`config.mk`:
```
export PLATFORM = sky130hd
export DESIGN_NAME = siss_shifter
export DESIGN_NICKNAME = d
export VERILOG_FILES = /design/src/hw/siss_pkg.sv /design/src/hw/siss_shifter.sv
export SDC_FILE = /design/constraint.sdc
export NUM_CORES = 1
export LEC_CHECK = 0
export ABC_CLOCK_PERIOD_IN_PS = 2800
export BUFFER_PORTS_ARGS = -buffer_cell sky130_fd_sc_hd__buf_4
export CORE_ASPECT_RATIO = 0.6
export CORE_MARGIN = 5
export CORE_UTILIZATION = 45
export CTS_CLUSTER_DIAMETER = 100
export CTS_CLUSTER_SIZE = 28
export DETAILED_ROUTE_END_ITERATION = 7
export PLACE_DENSITY = 0.62
export SLEW_MARGIN = 20
export SYNTH_ARGS = -nofsm -noshare
export SYNTH_HDL_FRONTEND = slang
export SYNTH_SLANG_ARGS = --single-unit
```
`constraint.sdc`:
```
create_clock -name core_clk -period 2.8 [get_ports core_clk]
set_input_delay 0.14 -clock core_clk [delete_from_list [all_inputs] [get_ports core_clk]]
set_output_delay 0.14 -clock core_clk [all_outputs]
set_load 0.005 [all_outputs]
```
`src/hw/siss_pkg.sv`:
```
/*
 * Shared constants and carriers for the serial input state shifter.
 * Assumes a single 100 MHz core clock; all pins arrive asynchronously.
 */
package siss_pkg;

    // ****************************************
    // clock and timing
    // ****************************************
    localparam int CORE_CLK_MHZ = 100;
    localparam int UV_FILT_TIME_US = 1000;
    // least time: exact at whole MHz, so no rounding is lost
    localparam int UV_FILT_CYC = UV_FILT_TIME_US * CORE_CLK_MHZ;
    localparam int UV_CNT_W = 17;

    // ****************************************
    // frame layout
    // ****************************************
    localparam int FRAME_W = 16;
    localparam logic [4:0] LONG_BITS = 5'h10;
    localparam logic [4:0] SHORT_BITS = 5'h08;
    localparam int POS_UVA = 7;
    localparam int POS_OTA = 6;
    localparam int POS_PAR_FULL = 5;
    localparam int POS_PAR_UPPER = 4;
    localparam int POS_PAR_LOWER = 3;
    localparam int POS_PAR_MIDDLE = 2;
    localparam int POS_STOP_LOW = 1;
    localparam int POS_STOP_HIGH = 0;
    localparam logic STOP_LOW_VAL = 1'b0;
    localparam logic STOP_HIGH_VAL = 1'b1;

    // ****************************************
    // carriers
    // ****************************************
    typedef struct packed {
        logic cs_n;
        logic sck;
        logic mosi;
        logic frame_length_select;
        logic bus_supply_sense;
        logic overtemp_alarm;
        logic bus_power_present;
        logic power_reset_n;
        logic [7:0] input_state;
    } siss_pins_t;

    localparam int PINS_W = 16;
    // idle pins: chip select high, everything else low
    localparam logic [15:0] PIN_RST = 16'h8000;

    typedef struct packed {
        logic [PINS_W-1:0] s1;
        logic [PINS_W-1:0] s2;
        logic [PINS_W-1:0] s3;
        logic [PINS_W-1:0] f;
        logic [FRAME_W-1:0] shift;
        logic [4:0] nbits;
        logic long_mode;
        logic mosi_cap;
        logic [UV_CNT_W-1:0] uv_cnt;
        logic uva_n;
        logic miso;
        logic miso_oe;
        logic [FRAME_W-1:0] buf0;
        logic [FRAME_W-1:0] buf1;
        logic v0;
        logic v1;
    } siss_state_t;

endpackage

```
`src/hw/siss_shifter.sv`:
```
/*
 * Slave-side SPI serializer for eight filtered input states plus status.
 * Assumes the SPI master, the input filter and the supply comparators sit
 * outside; all pins are asynchronous and sampled on core_clk.
 */
// How it works
// - long mode takes 16 bits or more within one chip-select low window, one bit per falling clock edge
// - long frame sends inputs first, then alarms and parities, then stop bits
// - input 8 is bit 15, input 1 is bit 8, others in order
// - select high sends only the eight inputs, input 8 first
// - active-low undervoltage alarm sits in control bit 7
// - undervoltage alarm low while bus supply low; transfer keeps running
// - supply drop-outs shorter than one millisecond never raise the alarm
// - active-low overtemperature alarm sits in control bit 6
// - overtemperature alarm low while hot; operation continues
// - parities: middle bit 2, lower bit 3, upper bit 4, full bit 5
// - full-byte parity is XNOR of all eight inputs
// - nibble parities are XNOR of inputs 5-8, 1-4 and 3-6
// - bit 0 is a high stop bit, bit 1 a low stop bit
// - bus power lost: sleep, data output held low during transfers
// - power-loss reset asserted: sleep, serial output enabled but held low during transfers
// - chip-select fall loads inputs and control bits in parallel
// - first bit at chip-select fall, next bits on falling clock edges
// - chip select high: clock and data ignored, output released
`timescale 1ns/10ps

module siss_shifter #(
    parameter int UV_FILT_CYCLES = siss_pkg::UV_FILT_CYC
) (
    input wire logic core_clk,
    input wire logic reset_n,
    input wire logic cs_n,
    input wire logic sck,
    input wire logic mosi,
    input wire logic frame_length_select,
    input wire logic bus_supply_sense,
    input wire logic overtemp_alarm,
    input wire logic bus_power_present,
    input wire logic power_reset_n,
    input wire logic [7:0] input_state,
    input wire logic rx_ready,
    output logic miso,
    output logic miso_oe,
    output logic undervoltage_alarm_n,
    output logic [siss_pkg::FRAME_W-1:0] rx_word,
    output logic rx_valid,
    output logic rx_full
);
    import siss_pkg::*;

    // ****************************************
    // state
    // ****************************************
    localparam logic [UV_CNT_W-1:0] UV_LAST = UV_CNT_W'(UV_FILT_CYCLES - 1);

    siss_state_t q_q;
    siss_state_t d_d;
    siss_pins_t pins;
    siss_pins_t of;
    siss_pins_t nf;
    logic [7:0] in_st;
    logic [FRAME_W-1:0] load_word;
    logic [FRAME_W-1:0] push_word;
    logic cs_fall;
    logic cs_rise;
    logic sck_rise;
    logic sck_fall;
    logic sleep;
    logic push;
    wire logic [PINS_W-1:0] f_next;

    always_comb begin
        pins = '{cs_n: cs_n, sck: sck, mosi: mosi,
                 frame_length_select: frame_length_select,
                 bus_supply_sense: bus_supply_sense,
                 overtemp_alarm: overtemp_alarm,
                 bus_power_present: bus_power_present,
                 power_reset_n: power_reset_n,
                 input_state: input_state};
    end

    // per-pin level filter: stages two and three must agree
    for (genvar g = 0; g < PINS_W; g++) begin : g_filt
        assign f_next[g] = (q_q.s2[g] == q_q.s3[g]) ? q_q.s2[g] : q_q.f[g];
    end

    // ****************************************
    // next state
    // ****************************************
    always_comb begin
        d_d = q_q;
        load_word = '0;
        push_word = '0;
        push = 1'b0;

        // three-stage sampling, level taken when stages two and three agree
        d_d.s1 = pins;
        d_d.s2 = q_q.s1;
        d_d.s3 = q_q.s2;
        d_d.f = f_next;
        of = siss_pins_t'(q_q.f);
        nf = siss_pins_t'(d_d.f);
        in_st = nf.input_state;
        cs_fall = of.cs_n & ~nf.cs_n;
        cs_rise = ~of.cs_n & nf.cs_n;
        sck_rise = ~of.sck & nf.sck;
        sck_fall = of.sck & ~nf.sck;
        sleep = ~nf.bus_power_present | ~nf.power_reset_n;

        // undervoltage filter
        if (nf.bus_supply_sense) begin
            d_d.uv_cnt = '0;
            d_d.uva_n = 1'b1;
        end else if (q_q.uv_cnt >= UV_LAST) begin
            d_d.uva_n = 1'b0;
        end else begin
            d_d.uv_cnt = q_q.uv_cnt + UV_CNT_W'(1);
        end

        // parallel load word
        load_word[15:8] = {in_st[7], in_st[6], in_st[5], in_st[4],
                           in_st[3], in_st[2], in_st[1], in_st[0]};
        load_word[POS_UVA] = d_d.uva_n;
        load_word[POS_OTA] = ~nf.overtemp_alarm;
        load_word[POS_PAR_FULL] = ~^in_st;
        load_word[POS_PAR_UPPER] = ~^in_st[7:4];
        load_word[POS_PAR_LOWER] = ~^in_st[3:0];
        load_word[POS_PAR_MIDDLE] = ~^in_st[5:2];
        load_word[POS_STOP_LOW] = STOP_LOW_VAL;
        load_word[POS_STOP_HIGH] = STOP_HIGH_VAL;
        if (nf.frame_length_select) begin
            load_word[7:0] = 8'h00;
        end

        // frame sequencing
        if (cs_fall) begin
            d_d.shift = load_word;
            d_d.long_mode = ~nf.frame_length_select;
            d_d.nbits = '0;
        end else if (~of.cs_n && ~nf.cs_n) begin
            if (sck_rise) begin
                d_d.mosi_cap = nf.mosi;
            end
            if (sck_fall) begin
                d_d.shift = {q_q.shift[FRAME_W-2:0], q_q.mosi_cap};
                if (q_q.nbits < LONG_BITS) begin
                    d_d.nbits = q_q.nbits + 5'h01;
                end
            end
        end
        // chip select high: clock and data are not looked at

        // finished frame: word received from the daisy chain input
        if (cs_rise) begin
            if (q_q.long_mode && q_q.nbits >= LONG_BITS) begin
                push = 1'b1;
                push_word = q_q.shift;
            end else if (~q_q.long_mode && q_q.nbits >= SHORT_BITS) begin
                push = 1'b1;
                push_word = {8'h00, q_q.shift[7:0]};
            end
            // shorter frames are dropped
        end

        // two-entry receive buffer
        if (rx_ready && q_q.v0) begin
            d_d.buf0 = q_q.buf1;
            d_d.v0 = q_q.v1;
            d_d.v1 = 1'b0;
        end
        if (push) begin
            if (!d_d.v0) begin
                d_d.buf0 = push_word;
                d_d.v0 = 1'b1;
            end else if (!d_d.v1) begin
                d_d.buf1 = push_word;
                d_d.v1 = 1'b1;
            end
        end

        // serial output
        d_d.miso_oe = ~nf.cs_n;
        d_d.miso = sleep ? 1'b0 : d_d.shift[FRAME_W-1];
    end

    // ****************************************
    // registers
    // ****************************************
    always_ff @(posedge core_clk or negedge reset_n) begin
        if (!reset_n) begin
            q_q <= '0;
            q_q.s1 <= PIN_RST;
            q_q.s2 <= PIN_RST;
            q_q.s3 <= PIN_RST;
            q_q.f <= PIN_RST;
            q_q.uva_n <= 1'b1;
        end else begin
            q_q <= d_d;
        end
    end

    assign miso = q_q.miso;
    assign miso_oe = q_q.miso_oe;
    assign undervoltage_alarm_n = q_q.uva_n;
    assign rx_word = q_q.buf0;
    assign rx_valid = q_q.v0;
    assign rx_full = q_q.v1;

endmodule // siss_shifter

```
==> impl_metrics.yaml <==
power_and_ir_drop:
  internal-power_mw: 3.70
  p_seq_share_pct: 47.3
  max-vdd-ir-drop_mv: 0.453
  p_leak_nw: 3.14
  combPwrFrac_pct: 7.1
  power_mw: 4.98
  netSwitchingFraction_pct: 25.6
  clkPwrFrac_pct: 45.6
  p_sw_mw: 1.28
  p_per_area_mw_per_mm2: 746
clocking:
  cts_made_buffers: 17
  cts_resized: 0
  postCtsSetupRepairBufs: 0
  clk_latency_ps: 410
  path_clk_slew_ps: 60
  cts.sinks: 141
  clock_path_buffers: 2
  cts_tree: "built"
  htreeDepth: 4
  root_buffer: "clkbuf_16"
  hold_buffers: 17
synthesis:
  synth_top_cells_by_area: "dfrtp_1 (61%), nand2_1 (3.6%), mux2i_1 (3.3%), o21ai_0 (2.9%), xor2_1 (2.7%)"
  yosysMostFrequentCell: "dfrtp_1"
  synth-seq-cells: 141
  async_flop_share_pct: 100
  synth-main-ff-cell: "dfrtp_1"
  synth_enable_flop_cells: 0
  synth.yosys.seq_area_share_pct: 63.8
  netlist_instances: 456
  synthesis.area_mm2: 0.00554
  synth_nets: 478
  synthTopCellsByCount: "dfrtp_1 (136), nand2_1 (53), o21ai_0 (32), nor2_1 (25)"
  yosysUniqueCellTypes: 48
  synth_top_area_share_pct: 61.5
  synth-warning-count: 0
  syn_area_per_cell_um2: 12.1
  yosys.area.top_type: "dfrtp_1"
cells_and_area:
  drive_gt1_share_pct: 19.6
  n_fill_cell: 1002
  regArea_mm2: 0.00353
  utilization_pct: 55.3
  n_antenna_cell: 0
  nNetsFinal: 525
  multi_input_area_mm2: 0.00177
  area_delta_synth_final_pct: 20.5
hold_path:
  min_path_type: "in2reg"
drt:
  num_vias: 3548
  drtIter0Drc: 206
  ant_nets: 0
  via_per_inst: 5.21
  wire_per_inst_um: 16.0
  drc: 0
  wl_um: 10900
  firstDrtPassIters: 4
global_routing:
  grt_start_max_net_pins: 83
  grt_antenna_before_repair: 0
  grt_pass1_vias: 3460
  grt-ovfl-total: 0
  grt_pass1_wl_um: 18500
  grt_usage_pct: 16.2
flow_run:
  maxCapViolCount: 0
timing:
  finalMaxSlewViolations: 0
  timing.hold.ws_ps: 43.6
  hold_viol: 0
  skew_ps: 6.38
  max_freq_mhz: 474
  period_needed_ps: 2110
  relSlewSlack_pct: 45.3
  period_share_pct: 75.4
  tns_ps: 0
  setup_viol: 0
  worst_pin_slew_ps: 819
  rsz0062_at_grt: "no"
worst_setup_path:
  cp_num_buf_inv: 1
  endpoint_kind: "flop"
  crit_chain: "ha_1 > a21o_1 > a211o_1 > a21oi_1 > buf_4 > o21a_1 > mux2i_1 > nor2_1"
  crit_slowest_cell: "dfrtp_1"
  cp_max_fo: 11
  crit_arrival_ps: 2380
  worstPathRequired_ps: 3070
  max_stage_delay_ps: 430
  crit_type: "reg2reg"
  reg2reg_setup_slack_ps: 690
  crit_family: "compound AO/OA/AOI/OAI gates"
  critPathLaunchType: "flop"
die:
  die_y_um: 95.9
  start_util_pct: 45.9
  chipWidth_um: 153
  core_mm2: 0.0121
  ios: 40
  num_rows: 31
  die_area_mm2: 0.0147
place:
  io_buffers: 39
  dpl.hpwl_um: 7470
  place_congestion: 0.832
status:
  status: "complete, no violations"
power groups by stage:
stage                     logic, mW  clock network [mW]  registers, mW
after detailed placement      0.337                   0           2.39
final                         0.352                2.27           2.36
after global placement        0.328                   0           2.38
after CTS                     0.358                2.33           2.36
after global routing          0.405                2.42           2.38
after floorplan               0.223                   0           2.32
stage by stage:
stage / instance area, µm² / std cells / worst slack, ps
2_1_floorplan: 5540 / 456 / 966
3_3_place_gp: 5900 / 632 / 808
3_5_place_dp: 5900 / 632 / 704
4_1_cts: 6680 / 681 / 693
5_1_grt: 6680 / 681 / 590
6_report: 6680 / 681 / 690
final timing paths:
path / startpoint / endpoint / cells after the start
max: q_q[37] / q_q[38] / 8
max in group asynchronous: reset_n / undervoltage_alarm_n / 3
min in group asynchronous: reset_n / d_d[120] / 2
min reg2reg: d_d[116] / d_d[100] / 0
min: rx_ready / rx_full / 2
max reg2reg: q_q[37] / q_q[38] / 8
area by class of cell:
| class | count | area share, % |
|---|---|---|
| clock buffer | 17 | 6.37 |
| clock inverter | 15 | 2.66 |
| inverter | 8 | 0.450 |
| multi-input combinational | 274 | 26.5 |
| sequential | 141 | 53.0 |
| tap | 165 | 3.09 |
| timing repair buffer | 61 | 7.93 |
sequential cells by signal, indices dropped and copies added (netlist names):
signal,cells
rx_word,16
miso_oe,1
d_d,32
q_q,72
of,16
rx_full,1
miso,1
rx_valid,1
undervoltage_alarm_n,1
worst reg2reg max path: cells and delay by family, from the launching register on:
kind	cells	cell delay, ps
adder cells (fa/ha/maj)	1	290
multiplexers	1	200
AND/OR/NAND/NOR	1	50
buffers and inverters	1	200
flip-flops	1	430
AO/OA/AOI/OAI	4	820
layer usage:
layer / wire length (µm) / up-vias / GRT usage, %
met2: 4260 / 118 / 21.5
met4: 155 / 0 / 6.00
met1: 5680 / 1739 / 25.2
met3: 819 / 15 / 4.27
met5: 0 / - / 0
li1: - / 1676 / -
cell families (layout without fill, tap and decap cells):
kind of cell	count (synthesis)	after routing	share of synthesized area (%)
AND/OR/NAND/NOR	128	128	11.0
multiplexers	25	25	4.68
flip-flops	141	141	63.8
adder cells (fa/ha/maj)	17	17	3.34
AO/OA/AOI/OAI	81	81	9.31
XOR/XNOR	23	23	3.64
buffers and inverters	41	101	4.18
cell usage in the layout (no fill, tap or decap), types with 4 or more instances in the layout:
| master | instances |
|---|---|
| a21oi_1 | 11 |
| buf_4 | 41 |
| mux2_2 | 7 |
| inv_6 | 6 |
| xor2_1 | 17 |
| o2111ai_1 | 5 |
| a211oi_1 | 4 |
| dfrtp_1 | 136 |
| nand2_1 | 53 |
| clkbuf_16 | 17 |
| nor2_1 | 25 |
| maj3_1 | 8 |
| nand4_1 | 6 |
| maj3_2 | 6 |
| o21ai_0 | 32 |
| xnor2_1 | 6 |
| o211ai_1 | 5 |
| inv_1 | 7 |
| dlygate4sd3_1 | 17 |
| and3_1 | 14 |
| a22oi_1 | 9 |
| nand3_1 | 13 |
| dfstp_2 | 5 |
| mux2i_1 | 18 |
Note: power is estimated with default switching activity, not from simulation.
